--- src/verilog/pfm_pkg.sv ---
package pfm_pkg;

    // register map
    localparam logic [31:0] MULT_SEL_ADDR  = 32'hFFFFFE90;
    localparam logic [7:0]  MULT_SEL_RESET = 8'h00;
    localparam int          CODE_LSB       = 0;
    localparam int          CODE_W         = 2;

    // multiplier codes
    localparam logic [1:0] CODE_X1  = 2'h0;
    localparam logic [1:0] CODE_X2  = 2'h1;
    localparam logic [1:0] CODE_X4  = 2'h2;
    localparam logic [1:0] CODE_BAD = 2'h3;

    // clock mode pins: modes 0..3 use the second loop
    localparam logic [2:0] LAST_LOOP_MODE = 3'h3;

    typedef struct packed {
        logic [31:0] addr;
        logic [7:0]  wdata;
        logic        wr;
        logic        rd;
    } pfm_bus_req_t;

    typedef enum logic [1:0] {
        ST_RUN     = 2'b01,
        ST_SETTLE  = 2'b10
    } pfm_state_t;

endpackage

--- src/verilog/pfm_multiplier.sv ---
`timescale 1ns/100ps
// What this block does
// - loop multiplies f by four; dividers give f x1, x2 and x4 candidates
// - field code 00 x1, 01 x2, 10 x4, 11 forbidden selects output clock
// - register cleared only by power-on reset, kept through manual reset, standby
// - upper six bits read zero; software writes zero there
// - selection applies only in clock modes zero through three
// - writing a new value puts chip into temporary internal standby
// - during that standby oscillators run and watchdog is clocked to overflow
// - on watchdog overflow new frequency applies and chip leaves standby
// - modes four to six stop the second loop; multiplier has no effect
module pfm_multiplier (
    // clock and resets
    input  wire logic                  sys_clk_i,
    input  wire logic                  reset_n_i,
    input  wire logic                  manual_reset_n_i,
    // register port
    input  wire pfm_pkg::pfm_bus_req_t bus_i,
    output logic [7:0]                 rdata_o,
    // system links
    input  wire logic [2:0]            clock_mode_i,
    input  wire logic                  watchdog_overflow_i,
    output logic                       standby_o,
    output logic                       watchdog_clock_en_o,
    output logic                       loop_enable_o,
    // clock selection, one-hot: x1, x2, x4
    output logic [2:0]                 clk_select_o,
    output logic [2:0]                 loop_ratio_o
);

    pfm_pkg::pfm_state_t state_reg;
    logic [1:0]          code_reg;
    logic [1:0]          applied_reg;
    logic [7:0]          rdata_reg;
    logic [2:0]          mode_s1_reg;
    logic [2:0]          mode_s2_reg;
    logic                ovf_s1_reg;
    logic                ovf_s2_reg;
    logic                loop_modes;
    logic                wr_hit;
    logic                rd_hit;
    logic                bad_write;
    logic [1:0]          wr_code;

    function automatic logic [2:0] onehot(input logic [1:0] c);
        unique case (c)
            pfm_pkg::CODE_X2: onehot = 3'h2;
            pfm_pkg::CODE_X4: onehot = 3'h4;
            default:          onehot = 3'h1;
        endcase
    endfunction

    // the register answers at its one byte address only
    function automatic logic reg_hit(input logic [31:0] a);
        reg_hit = (a == pfm_pkg::MULT_SEL_ADDR);
    endfunction

    // clock mode and watchdog overflow pins pass two flops
    always_ff @(posedge sys_clk_i or negedge reset_n_i) begin
        if (!reset_n_i) begin
            mode_s1_reg <= 3'h0;
            mode_s2_reg <= 3'h0;
            ovf_s1_reg  <= 1'b0;
            ovf_s2_reg  <= 1'b0;
        end else begin
            mode_s1_reg <= clock_mode_i;
            mode_s2_reg <= mode_s1_reg;
            ovf_s1_reg  <= watchdog_overflow_i;
            ovf_s2_reg  <= ovf_s1_reg;
        end
    end

    assign loop_modes = (mode_s2_reg <= pfm_pkg::LAST_LOOP_MODE);
    assign wr_code    = bus_i.wdata[pfm_pkg::CODE_LSB +: pfm_pkg::CODE_W];
    assign rd_hit     = bus_i.rd && reg_hit(bus_i.addr);
    assign bad_write  = bus_i.wr && reg_hit(bus_i.addr)
                        && (wr_code == pfm_pkg::CODE_BAD);
    assign wr_hit     = bus_i.wr && reg_hit(bus_i.addr) && !bad_write
                        && (wr_code != code_reg) && (state_reg == pfm_pkg::ST_RUN);

    // register: power-on reset only, manual reset ignored
    always_ff @(posedge sys_clk_i or negedge reset_n_i) begin
        if (!reset_n_i) begin
            code_reg <= pfm_pkg::MULT_SEL_RESET[1:0];
        end else if (wr_hit) begin
            code_reg <= wr_code;
        end
    end

    // change sequence
    always_ff @(posedge sys_clk_i or negedge reset_n_i) begin
        if (!reset_n_i) begin
            state_reg   <= pfm_pkg::ST_RUN;
            applied_reg <= pfm_pkg::CODE_X1;
        end else begin
            unique case (state_reg)
                pfm_pkg::ST_RUN: begin
                    if (wr_hit) begin
                        state_reg <= pfm_pkg::ST_SETTLE;
                    end
                end
                pfm_pkg::ST_SETTLE: begin
                    if (ovf_s2_reg) begin
                        applied_reg <= code_reg;
                        state_reg   <= pfm_pkg::ST_RUN;
                    end
                end
            endcase
        end
    end

    // read data one cycle later; upper bits zero
    always_ff @(posedge sys_clk_i or negedge reset_n_i) begin
        if (!reset_n_i) begin
            rdata_reg <= 8'h00;
        end else if (rd_hit) begin
            rdata_reg <= {6'h00, code_reg};
        end else begin
            rdata_reg <= 8'h00;
        end
    end

    assign rdata_o             = rdata_reg;
    assign standby_o           = (state_reg == pfm_pkg::ST_SETTLE);
    assign watchdog_clock_en_o = (state_reg == pfm_pkg::ST_SETTLE);
    assign loop_enable_o       = loop_modes;
    assign loop_ratio_o        = 3'h4;
    assign clk_select_o        = loop_modes ? onehot(applied_reg) : 3'h1;
endmodule

--- config.mk ---
export PLATFORM = sky130hd
export DESIGN_NAME = pfm_multiplier
export DESIGN_NICKNAME = d
export VERILOG_FILES = /design/src/verilog/pfm_pkg.sv /design/src/verilog/pfm_multiplier.sv
export SDC_FILE = /design/constraint.sdc
export NUM_CORES = 1
export LEC_CHECK = 0
export BUFFER_PORTS_ARGS = -buffer_cell sky130_fd_sc_hd__buf_4
export CAP_MARGIN = 40
export CORE_UTILIZATION = 38
export CTS_CLUSTER_SIZE = 20
export DETAILED_ROUTE_END_ITERATION = 6
export PLACE_DENSITY = 0.84
export SYNTH_ARGS = -nofsm -noshare
export SYNTH_HDL_FRONTEND = slang
export SYNTH_SLANG_ARGS = --single-unit
export TNS_END_PERCENT = 10
--- constraint.sdc ---
create_clock -name sys_clk_i -period 2.7 [get_ports sys_clk_i]
set_clock_uncertainty 0.1 [all_clocks]
set_input_delay 0.27 -clock sys_clk_i [delete_from_list [all_inputs] [get_ports sys_clk_i]]
set_output_delay 0.27 -clock sys_clk_i [all_outputs]
set_load 0.05 [all_outputs]
Yosys cells after proc, flatten, opt, wreduce, memory -nomap -nowiden

Cells that the tools add are included.

Reduce and logical (&&, ||, !) cells: 9
Equality and inequality tests: 9
Muxes and demuxes: 6
Order comparisons: 1

Operators by type and width:

| kind                                                                     | number |
|---|---|
| 32-bit equality test (second input constant)                             | 1 |
| 2-bit equality test (second input constant)                              | 3 |
| 1-bit logical AND                                                        | 6 |
| 2-bit two-way mux                                                        | 3 |
| 3-bit case mux with 2 select lines                                       | 1 |
| 2-bit by 1-bit equality test with 1-bit output (second input constant)   | 2 |
| 2-bit case mux with 2 select lines                                       | 1 |
| 2-bit AND reduction                                                      | 2 |
| 3-bit by 2-bit <= comparator with 1-bit output (second input constant)   | 1 |
| 3-bit two-way mux                                                        | 1 |
| 2-bit by 1-bit inequality test with 1-bit output (second input constant) | 1 |
| 2-bit inequality test                                                    | 1 |
| 2-bit inequality test (second input constant)                            | 1 |
| 1-bit logical NOT                                                        | 1 |

Register bits after elaboration: 22
Word-level logic and storage cells: 33

Longest topological paths before layout

Gate-level depths: netlist (run 1).

Word-level depth: 9
Gate-level depth with buffers: 4

Least setup slack after synthesis (run 1)

Ideal clock, no wire load.

Kind: reg2out
From: reg state_reg[0]
To: out watchdog_clock_en_o
Buffers on the path: 1
Path slack: 0.890 ns
Cell stages (with the launch flop): 3
Arrival time: 1.440 ns
Required time: 2.330 ns
Path through: dfstp_2 nor2b_1 buf_4

Longest elaborated chain between the ends: 1

Ends and longest elaborated chain:

| what                   | line                  | text |
|---|---|---|
| from (decl)            | pfm_multiplier.sv:31  | `pfm_pkg::pfm_state_t state_reg;` |
| from (signal assigned) | pfm_multiplier.sv:93  | `state_reg <= pfm_pkg::ST_RUN;` |
| from (signal assigned) | pfm_multiplier.sv:99  | `state_reg <= pfm_pkg::ST_SETTLE;` |
| from (signal assigned) | pfm_multiplier.sv:105 | `state_reg <= pfm_pkg::ST_RUN;` |
| 2-bit equality test    | --                    |  |
| to (decl)              | pfm_multiplier.sv:24  | `output logic watchdog_clock_en_o,` |

Every way passes these cells.

Final worst setup path (run 1)

From: reg applied_reg[0]
To: out clk_select_o[0]

Longest elaborated chain between the ends: 3

Ends and longest elaborated chain:

| what                                                                                  | line                  | text |
|---|---|---|
| from (decl)                                                                           | pfm_multiplier.sv:33  | `logic [1:0] applied_reg;` |
| from (signal assigned)                                                                | pfm_multiplier.sv:94  | `applied_reg <= pfm_pkg::CODE_X1;` |
| from (signal assigned)                                                                | pfm_multiplier.sv:104 | `applied_reg <= code_reg;` |
| 2-bit equality test or 2-bit by 1-bit equality test with 1-bit output (tied branches) | pfm_multiplier.sv:46  | `unique case (c)` |
| 3-bit case mux with 2 select lines *                                                  | pfm_multiplier.sv:46  |  |
| 3-bit two-way mux *                                                                   | pfm_multiplier.sv:128 | `assign clk_select_o = loop_modes ? onehot(applied_reg) : 3'h1;` |
| to (decl)                                                                             | pfm_multiplier.sv:27  | `output logic [2:0] clk_select_o,` |

Mark *: on every way between the ends. The rest lies on a longest branch, timed or not.

==> reports/qor.yml, run 1 <==
synthesis:
  post_synth.cell_area_avg_um2: 10.7
  syn-cell-area_um2: 706
  synth_enable_flop_cells: 0
  synthArstFlopShare_pct: 100
  netlist_top_cells_area: "sky130_fd_sc_hd__dfrtp_1 39%, sky130_fd_sc_hd__buf_4 11%, sky130_fd_sc_hd__nor4_4 6.0%"
  ys_dominant_reg_cell: "sky130_fd_sc_hd__dfrtp_1"
  synth-seq-area-share_pct: 42.7
  netlist.area_leader.share_pct: 39.0
  yosysMostFrequentCell: "sky130_fd_sc_hd__dfrtp_1"
  synth.yosys.warnings: 0
  synth_seq_cells: 12
  synthDistinctLibCells: 25
  netlist_instances: 66
  leading_post_synthesis_cells_by_instance_count: "11 x sky130_fd_sc_hd__dfrtp_1, 10 x sky130_fd_sc_hd__buf_4, 6 x sky130_fd_sc_hd__inv_1, 4 x sky130_fd_sc_hd__nand4_1, 4 x sky130_fd_sc_hd__nor2b_1"
  netlist.top_cell.by_area: "sky130_fd_sc_hd__dfrtp_1"
clocking:
  clock_sinks: 12
  cts_buffer_depth: 2
  postCtsSetupBuffers: 0
  clock_tree_from_tritoncts: "yes"
  ctsHoldBuffers: 3
  clk_transition_reported_paths_ps: 80
  cts-root-buf: "sky130_fd_sc_hd__clkbuf_4"
  cts_inserted_buffers: 3
  post_cts.resized_instances: 0
  cts_max_level: 1
  clock_insertion_delay_worst_skew_ps: 280
floorplanning:
  floorplan.die.width_um: 45.1
  floorplan.die.height_um: 45.1
  floorplan.initialDensity_pct: 40.9
  rows: 15
  die_area_mm2: 0.00203
  core_area_mm2: 0.00173
  io-pin-count: 66
detailed_routing:
  drtAntennaViolNets: 0
  detail_route.wl_per_cell_um: 11.1
  first_pass_iters: 4
  routed_wl_um: 1580
  routed-via-count: 641
  drc_errors: 0
  dr.first_iter.drc_count: 14
  vias_per_cell: 4.51
  top_layer: "met4"
  met3_length_um: 109
  wl_on_met1_um: 507
  met2WireLength_um: 928
worst_setup_path:
  crit_fanout: 3
  timing.critical_path.arrival_ps: 1430
  startpoint_type: "flop"
  worst_ep_required_time_ps: 2330
  worstSetupPathType: "reg2out"
  critical_path.endpoint_type: "output port"
placement:
  globalplace.congestion: 0.750
  port_buffers: 47
  place.detailed.instances: 135
  place_ws_ps: 743
  post-dp-hpwl_um: 1310
power:
  vdd_drop_max_v: 0.000275
  power_uw: 421
  power_leakage_uw: 0.000588
  power_per_cell_area_mw_per_mm2: 380
grt:
  grt_usage_pct: 17.4
  maximum_number_of_pins_on_one_net_before_global_route_repair: 13
  grt_overflow_total: 0
  grt_pass1_wl_um: 2420
  number_of_global_route_vias_before_repair: 612
  grt_antenna_before_repair: 0
run_status:
  result_of_the_run: "finished clean"
sta:
  finalSetupTns_ps: 0
  finalMaxSlewViolations: 0
  post-route-period-util_pct: 66.6
  finalCriticalPeriod_ps: 1800
  grt_setup_unrepaired: "no"
  timing.final.setup_violations: 0
  hold_viol_final: 0
  postLayoutSetupSlackWorst_ps: 902
  fmaxAchievable_ghz: 0.556
layout:
  postLayoutCoreUtil_pct: 64.1
  n_antenna_cell: 0
  layout.cells.non_filler: 142
  drive_above_1_share_pct: 49.6
  fill_cells: 154
  layout.nets: 169
  areaGrowthSynthToFinish_pct: 56.9
hold_path:
  worstHoldPathType: "in2reg"
flow_run:
  max_cap_violations: 0
==> path summary, 6_finish.rpt <==
path                       cells after the start  slack [ps]                       end                        from
setup / recovery                               4         900           clk_select_o[0]  applied_reg[0]$_DFFE_PN0P_
hold / removal                                 2         120   code_reg[0]$_DFFE_PN0P_                    bus_i[2]
setup reg to reg                               4        1140   code_reg[1]$_DFFE_PN0P_    state_reg[0]$_DFFE_PN1P_
hold reg to reg                                0         250  mode_s2_reg[2]$_DFF_PN0_    mode_s1_reg[2]$_DFF_PN0_
max in group asynchronous                      2        2020  state_reg[0]$_DFFE_PN1P_                   reset_n_i
min in group asynchronous                      2         250   code_reg[1]$_DFFE_PN0P_                   reset_n_i
==> per-stage QoR <==
| stage | hold slack, ps | instance area [um2] |
|---|---|---|
| final | 118 | 1110 |
| after global routing | 118 | 1110 |
| after CTS | 122 | 1110 |
| after detailed placement | 13.7 | 1040 |
| after global placement | 8.94 | 1040 |
| after floorplan | -126 | 732 |
==> worst max-delay path: stages, from the launching register on <==
cell                      delay, ps
sky130_fd_sc_hd__dfrtp_1        370
sky130_fd_sc_hd__inv_1           50
sky130_fd_sc_hd__ha_1           270
sky130_fd_sc_hd__or2_2          270
sky130_fd_sc_hd__buf_4          190
==> power breakdown <==
group / switching [uW] / total (uW) / internal, uW
Combinational: 48.8 / 92.0 / 43.1
Sequential: 1.31 / 184 / 183
Clock: 62.6 / 145 / 82.2
Total: 113 / 421 / 308
==> metal layers <==
layer | GRT usage [%] | up-vias
met1 | 15.2 | 291
met5 | 0 | -
met2 | 34.5 | 36
met3 | 4.00 | 4
met4 | 10.9 | 0
li1 | - | 310
==> final cells by class <==
class / instances / area (um2) / share of cell area, %
multi-input cells: 45 / 333 / 30.1
inverters: 6 / 22.5 / 2.03
clock buffers: 4 / 36.3 / 3.28
repair buffers: 50 / 383 / 34.6
flip-flops and latches: 12 / 302 / 27.2
well taps: 25 / 31.3 / 2.82
==> logic make-up after synthesis <==
logic type | synth area share [%]
flops | 42.7
compound gates | 7.45
simple gates | 28.2
mux | 3.19
buf+inv | 13.8
other cells | 1.06
fa+ha+maj | 3.55
==> layout by cell type (no fill, tap or decap), drive strengths merged <==
| master | n |
|---|---|
| or2 | 1 |
| a21oi | 2 |
| dfstp | 1 |
| conb | 9 |
| inv | 6 |
| and3 | 2 |
| or4b | 2 |
| clkbuf | 4 |
| and2 | 2 |
| nor4 | 2 |
| nand2b | 2 |
| o21ai | 3 |
| nand4 | 5 |
| buf | 47 |
| nand4b | 1 |
| o21a | 1 |
| mux2 | 2 |
| nand2 | 3 |
| dfrtp | 11 |
| o2111ai | 1 |
| nor2b | 4 |
| dlygate4sd3 | 3 |
| o2111a | 1 |
| ha | 2 |
Power figures use the tool's default switching activity.
==> run 2: changes to the inputs <==
--- a/config.mk
+++ b/config.mk
@@ -7,10 +7,10 @@
 export LEC_CHECK = 0
 export BUFFER_PORTS_ARGS = -buffer_cell sky130_fd_sc_hd__buf_4
 export CAP_MARGIN = 40
-export CORE_UTILIZATION = 38
+export CORE_UTILIZATION = 35
 export CTS_CLUSTER_SIZE = 20
 export DETAILED_ROUTE_END_ITERATION = 6
-export PLACE_DENSITY = 0.84
+export PLACE_DENSITY = 0.78
 export SYNTH_ARGS = -nofsm -noshare
 export SYNTH_HDL_FRONTEND = slang
 export SYNTH_SLANG_ARGS = --single-unit
==> constraint.sdc (replaced) <==
create_clock -name sys_clk_i -period 1.7 [get_ports sys_clk_i]
set_clock_uncertainty 0.1 [all_clocks]
set_input_delay 0.17 -clock sys_clk_i [delete_from_list [all_inputs] [get_ports sys_clk_i]]
set_output_delay 0.17 -clock sys_clk_i [all_outputs]
set_load 0.05 [all_outputs]
==> run 2 against run 1 <==
  * Sequential share of layout area shrank 0.45 points
  * Utilization shrank 1.6 points
  * Power grew 48%
  * Sequential power grew 59%
  * Critical path type unchanged
  * Critical endpoint unchanged
  * Highest routed layer unchanged
  * Count of clock-buffer cells in the layout is the same
==> reports/qor.yml, run 2 (synthesis gave the netlist of run 1 again) <==
clocking:
  clock_tree_from_tritoncts: "yes"
  cts_buffer_depth: 2  # unchanged
  cts_inserted_buffers: 3  # unchanged
  clk_transition_reported_paths_ps: 80  # about the same
  clock_insertion_delay_worst_skew_ps: 280  # about the same
  cts_max_level: 1  # unchanged
  clock_sinks: 12  # unchanged
  cts-root-buf: "sky130_fd_sc_hd__clkbuf_4"
placement:
  place_ws_ps: -150  # -893 ps
  dpl_cell_area_mm2: 0.00105  # +0.96%
  place.detailed.instances: 136  # +0.74%
  post-dp-hpwl_um: 1220  # -6.7%
  port_buffers: 47  # unchanged
  globalplace.congestion: 0.663  # -12%
sta:
  finalMaxSlewViolations: 0  # unchanged
  timing.final.setup_violations: 0  # unchanged
  post-route-period-util_pct: 97.3
  postLayoutSetupSlackWorst_ps: 46.2  # -856 ps
  fmaxAchievable_ghz: 0.605
  hold_viol_final: 0  # unchanged
  finalCriticalPeriod_ps: 1650
layout:
  mostFrequentLayoutCell: "sky130_fd_sc_hd__buf_4"
  mostFrequentLayoutCells: "49 x sky130_fd_sc_hd__buf_4, 11 x sky130_fd_sc_hd__dfrtp_1, 9 x sky130_fd_sc_hd__conb_1, 6 x sky130_fd_sc_hd__inv_1, 4 x sky130_fd_sc_hd__nand4_1"
  drive_above_1_share_pct: 50.8  # +1.3 points
  areaGrowthSynthToFinish_pct: 59.6
  layout.cells.non_filler: 145  # +2.1%
  n_antenna_cell: 0  # unchanged
  final_cell_area_mm2: 0.00113  # +1.7%
  layout.nets: 172  # +1.8%
  fill_cells: 151  # -1.9%
detailed_routing:
  dr.first_iter.drc_count: 9  # -5
  first_pass_iters: 4  # unchanged
  vias_per_cell: 4.54  # +0.53%
  routed-via-count: 658  # +2.7%
  routed_wl_um: 1440  # -9.1%
  drtAntennaViolNets: 0  # unchanged
  detail_route.wl_per_cell_um: 9.90  # -11%
  drc_errors: 0  # unchanged
run_status:
  result_of_the_run: "finished clean"
floorplanning:
  floorplan.die.width_um: 46.9  # +4.0%
  core_area_mm2: 0.00180  # +4.3%
  die_area_mm2: 0.00220  # +8.2%
  floorplan.initialDensity_pct: 39.2  # -1.7 points
  io-pin-count: 66  # unchanged
  rows: 15  # unchanged
  floorplan.die.height_um: 46.9  # +4.0%
power:
  share_clk_of_total_power_pct: 30.1  # -4.3 points
  power_leakage_uw: 0.000600  # +2.1%
  sequentialPowerShare_pct: 46.9  # +3.2 points
  vdd_drop_max_v: 0.000382  # +39%
  power_per_cell_area_mw_per_mm2: 553  # +46%
  internal_power_uw: 449  # +46%
  power.share.switching_pct: 27.8  # +1.0 points
  p_comb_share_pct: 23.0  # +1.1 points
  power.switching_uw: 173  # +54%
worst_setup_path:
  worstSetupPathType: "reg2out"
  crit_fanout: 3  # unchanged
  worst_ep_required_time_ps: 1430  # -900 ps
  reg2reg_from: "state_reg[0]$_DFFE_PN1P_"
  critical_path.endpoint_type: "output port"
  timing.critical_path.arrival_ps: 1380  # -50 ps
  worstSetupStartpoint: "applied_reg[1]$_DFFE_PN0P_"
  worst-r2r-setup-slack_ps: 150  # -990 ps
  startpoint_type: "flop"
grt:
  grt_usage_pct: 15.4  # -2.0 points
  maximum_number_of_pins_on_one_net_before_global_route_repair: 13  # unchanged
  grt_antenna_before_repair: 0  # unchanged
  grt_overflow_total: 0  # unchanged
  grt_pass1_wl_um: 2270  # -6.0%
  number_of_global_route_vias_before_repair: 629  # +2.8%
flow_run:
  max_cap_violations: 0  # unchanged
hold_path:
  timing.hold.worst.start: "bus_i[0]"
  worstHoldPathType: "in2reg"
[run 2: timing repair]
item | CTS | global route
endpoints found under the setup margin | 1 | 1
resized for setup | 0 | 1
hold buffers | 3 | 0
hold endpoints to repair | 14 | 0
setup buffers | 1 | 1
[run 2: final cells by class]
class | count | area, um2 | area share [%]
inverters | 6 | 22.5 | 2.00
multi-input cells | 45 | 335 | 29.8
repair buffers | 53 | 409 | 36.3
well taps | 25 | 31.3 | 2.78
flip-flops and latches | 12 | 302 | 26.8
clock buffers | 4 | 26.3 | 2.33
[run 2: path summary, 6_finish.rpt]
kind | depth (start not counted) | endpoint
setup / recovery | 3 | clk_select_o[0]
hold / removal | 2 | rdata_o[1]$_DFF_PN0_
setup reg to reg | 4 | code_reg[1]$_DFFE_PN0P_
hold reg to reg | 0 | ovf_s2_reg$_DFF_PN0_
max in group asynchronous | 2 | state_reg[0]$_DFFE_PN1P_
min in group asynchronous | 2 | applied_reg[1]$_DFFE_PN0P_
[run 2: power groups by stage]
stage	Clock [uW]	Combinational (uW)	Sequential (uW)
floorplan	0	75.9	297
global placement	0	136	297
detailed placement	0	139	298
CTS	192	144	292
global route	205	153	293
finish	187	143	292
[run 2: critical path, stage by stage, from the launching register on]
cell                      delay [ps]
sky130_fd_sc_hd__dfrtp_1         400
sky130_fd_sc_hd__ha_1            270
sky130_fd_sc_hd__or2_2           280
sky130_fd_sc_hd__buf_6           160
[run 2: metal layers]
metal	global-route usage [%]	part of all wire, %	routed length [um]	up-vias
met5	0	0	0	-
met4	13.1	3.5	50	0
li1	-	-	-	318
met1	13.2	31	451	300
met3	2.31	7.0	100	5
met2	30.3	58	833	35
[run 2: stage by stage]
step           hold WS (ps)  total power, uW  util, %  setup TNS [ps]
2_1_floorplan          -226              373        -               0
3_3_place_gp          -87.7              433     58.3            -233
3_5_place_dp          -83.0              437     58.3            -296
4_1_cts                19.2              629     61.9               0
5_1_grt                35.5              651     62.5           -6.11
6_report               24.3              623     62.5               0
==> run 3: changes to the inputs <==
--- a/config.mk
+++ b/config.mk
@@ -8,8 +8,10 @@
 export BUFFER_PORTS_ARGS = -buffer_cell sky130_fd_sc_hd__buf_4
 export CAP_MARGIN = 40
 export CORE_UTILIZATION = 35
+export CTS_BUF_LIST = sky130_fd_sc_hd__clkbuf_16
 export CTS_CLUSTER_SIZE = 20
 export DETAILED_ROUTE_END_ITERATION = 6
+export GPL_TIMING_DRIVEN = 0
 export PLACE_DENSITY = 0.78
 export SYNTH_ARGS = -nofsm -noshare
 export SYNTH_HDL_FRONTEND = slang
==> run 3 against run 2 <==
  * Utilization increased by 6.4 points
  * Count of clock-buffer cells in the layout decreased by 1
  * Sequential power about the same
  * Worst hold slack improved by 50 ps
  * Critical path type unchanged
  * Highest routed layer unchanged
==> reports/qor.yml, run 3 (synthesis gave the netlist of run 1 again) <==
clocking:
  cts_max_level: 1  # unchanged
  clock_insertion_delay_worst_skew_ps: 240  # -40 ps
  cts_buffer_depth: 2  # unchanged
  cts-root-buf: "sky130_fd_sc_hd__clkbuf_16"
  cts_inserted_buffers: 3  # unchanged
  clk_transition_reported_paths_ps: 40  # -40 ps
  clock_tree_from_tritoncts: "yes"
  clock_sinks: 12  # unchanged
layout:
  final_cell_area_mm2: 0.00124  # +10%
  mostFrequentLayoutCells: "58 x sky130_fd_sc_hd__buf_4, 11 x sky130_fd_sc_hd__dfrtp_1, 9 x sky130_fd_sc_hd__conb_1, 6 x sky130_fd_sc_hd__inv_1, 4 x sky130_fd_sc_hd__nand4_1"
  n_antenna_cell: 0  # unchanged
  mostFrequentLayoutCell: "sky130_fd_sc_hd__buf_4"
  layout.nets: 180  # +4.7%
  areaGrowthSynthToFinish_pct: 75.9
  drive_above_1_share_pct: 54.7  # +3.9 points
  postLayoutCoreUtil_pct: 68.9  # +6.4 points
power:
  power.switching_uw: 196  # +13%
  power_uw: 879  # +41%
  share_clk_of_total_power_pct: 48.3  # +18 points
  internal_power_uw: 683  # +52%
  p_comb_share_pct: 18.3  # -4.7 points
  vdd_drop_max_v: 0.000464  # +22%
  power_per_cell_area_mw_per_mm2: 709  # +28%
  power_leakage_uw: 0.000664  # +11%
  sequentialPowerShare_pct: 33.4  # -14 points
  power.share.switching_pct: 22.3  # -5.5 points
detailed_routing:
  routed_wl_um: 1540  # +6.9%
  detail_route.wl_per_cell_um: 10.0  # +1.3%
  routed-via-count: 668  # +1.5%
  drc_errors: 0  # unchanged
  dr.first_iter.drc_count: 4  # -5
  first_pass_iters: 2  # -2
  vias_per_cell: 4.37  # -3.8%
  drtAntennaViolNets: 0  # unchanged
worst_setup_path:
  startpoint_type: "flop"
  critical_path.endpoint_type: "output port"
  crit_fanout: 3  # unchanged
  worstSetupPathType: "reg2out"
  timing.critical_path.arrival_ps: 1370  # about the same
  ff2ff_path_depth: 4  # unchanged
  worst_ep_required_time_ps: 1430  # about the same
sta:
  post-route-period-util_pct: 96.2  # -1.1 points
  grt_setup_unrepaired: "no"
  timing.final.setup_violations: 0  # unchanged
  finalMaxSlewViolations: 0  # unchanged
  postLayoutSetupSlackWorst_ps: 64.8  # +18.6 ps
  timing.hold.ws_ps: 74.1  # +49.8 ps
  fmaxAchievable_ghz: 0.612  # +1.1%
  finalCriticalPeriod_ps: 1640  # -18.6 ps
  hold_viol_final: 0  # unchanged
grt:
  number_of_global_route_vias_before_repair: 591  # -6.0%
  grt_antenna_before_repair: 0  # unchanged
  grt_pass1_wl_um: 2260  # -0.62%
  maximum_number_of_pins_on_one_net_before_global_route_repair: 13  # unchanged
  grt_overflow_total: 0  # unchanged
  grt_usage_pct: 15.5  # +0.098 points
floorplanning:
  core_area_mm2: 0.00180  # unchanged
  floorplan.die.height_um: 46.9  # unchanged
  rows: 15  # unchanged
  floorplan.die.width_um: 46.9  # unchanged
  io-pin-count: 66  # unchanged
  die_area_mm2: 0.00220  # unchanged
  floorplan.initialDensity_pct: 39.2  # unchanged
run_status:
  result_of_the_run: "finished clean"
placement:
  port_buffers: 47  # unchanged
  globalplace.congestion: 0.646  # -2.5%
  place_ws_ps: -161  # -11.0 ps
  dpl_cell_area_mm2: 0.00112  # +6.4%
hold_path:
  hold-path-cell-count: 2  # unchanged
  worstHoldPathType: "in2reg"
flow_run:
  max_cap_violations: 0  # unchanged
[run 3: changes by cell type in the layout (fill, tap and decap cells not counted), sizes merged]
cell    change
clkbuf      -1
buf         +8
clkinv      +1
[run 3: repair_timing]
item | CTS | global route
buffers inserted | 0 | 1
hold buffers | 3 | 0
gates resized for setup | 0 | 1
hold endpoints to repair | 14 | 0
endpoints found under the setup margin | 0 | 2
[run 3: layer usage]
metal / vias up / global-route usage (%) / part of all wire (%)
met5: - / 0 / 0
met4: 0 / 10.3 / 2.6
met3: 5 / 6.92 / 7.9
met2: 33 / 26.1 / 56
met1: 296 / 15.4 / 33
li1: 334 / - / -
[run 3: layout make-up]
type                       instances  area (um2)
inverter                           6        22.5
multi-input combinational         45         342
fill                             138         561
buffer                            10        75.1
sequential                        12         302
clock inverter                     1        3.75
timing repair buffer              51         390
clock buffer                       3        75.1
tap                               25        31.3
[run 3: worst max-delay path, stage by stage, from the launching register on]
cell,delay (ps)
sky130_fd_sc_hd__dfrtp_1,390
sky130_fd_sc_hd__ha_1,270
sky130_fd_sc_hd__or2_2,270
sky130_fd_sc_hd__buf_4,190
[run 3: final timing paths]
check                                            from                  endpoint  slack (ps)
setup / recovery           applied_reg[1]$_DFFE_PN0P_           clk_select_o[0]          60
max in group asynchronous                   reset_n_i  state_reg[0]$_DFFE_PN1P_        1080
setup reg to reg             state_reg[0]$_DFFE_PN1P_   code_reg[1]$_DFFE_PN0P_         140
hold reg to reg              mode_s1_reg[2]$_DFF_PN0_  mode_s2_reg[2]$_DFF_PN0_         240
min in group asynchronous                   reset_n_i  mode_s2_reg[2]$_DFF_PN0_         200
hold / removal                               bus_i[2]   code_reg[0]$_DFFE_PN0P_          70
[run 3: through the flow]
step	cells	TNS, ps
floorplan	73	0
global placement	145	-277
detailed placement	145	-319
CTS	152	0
global route	153	0
finish	153	0
[run 3: power groups by stage]
stage | Clock [uW] | Combinational (uW) | Sequential, uW
floorplan | 0 | 75.9 | 297
global placement | 0 | 152 | 298
detailed placement | 0 | 156 | 298
CTS | 437 | 161 | 294
global route | 453 | 172 | 294
finish | 425 | 161 | 294
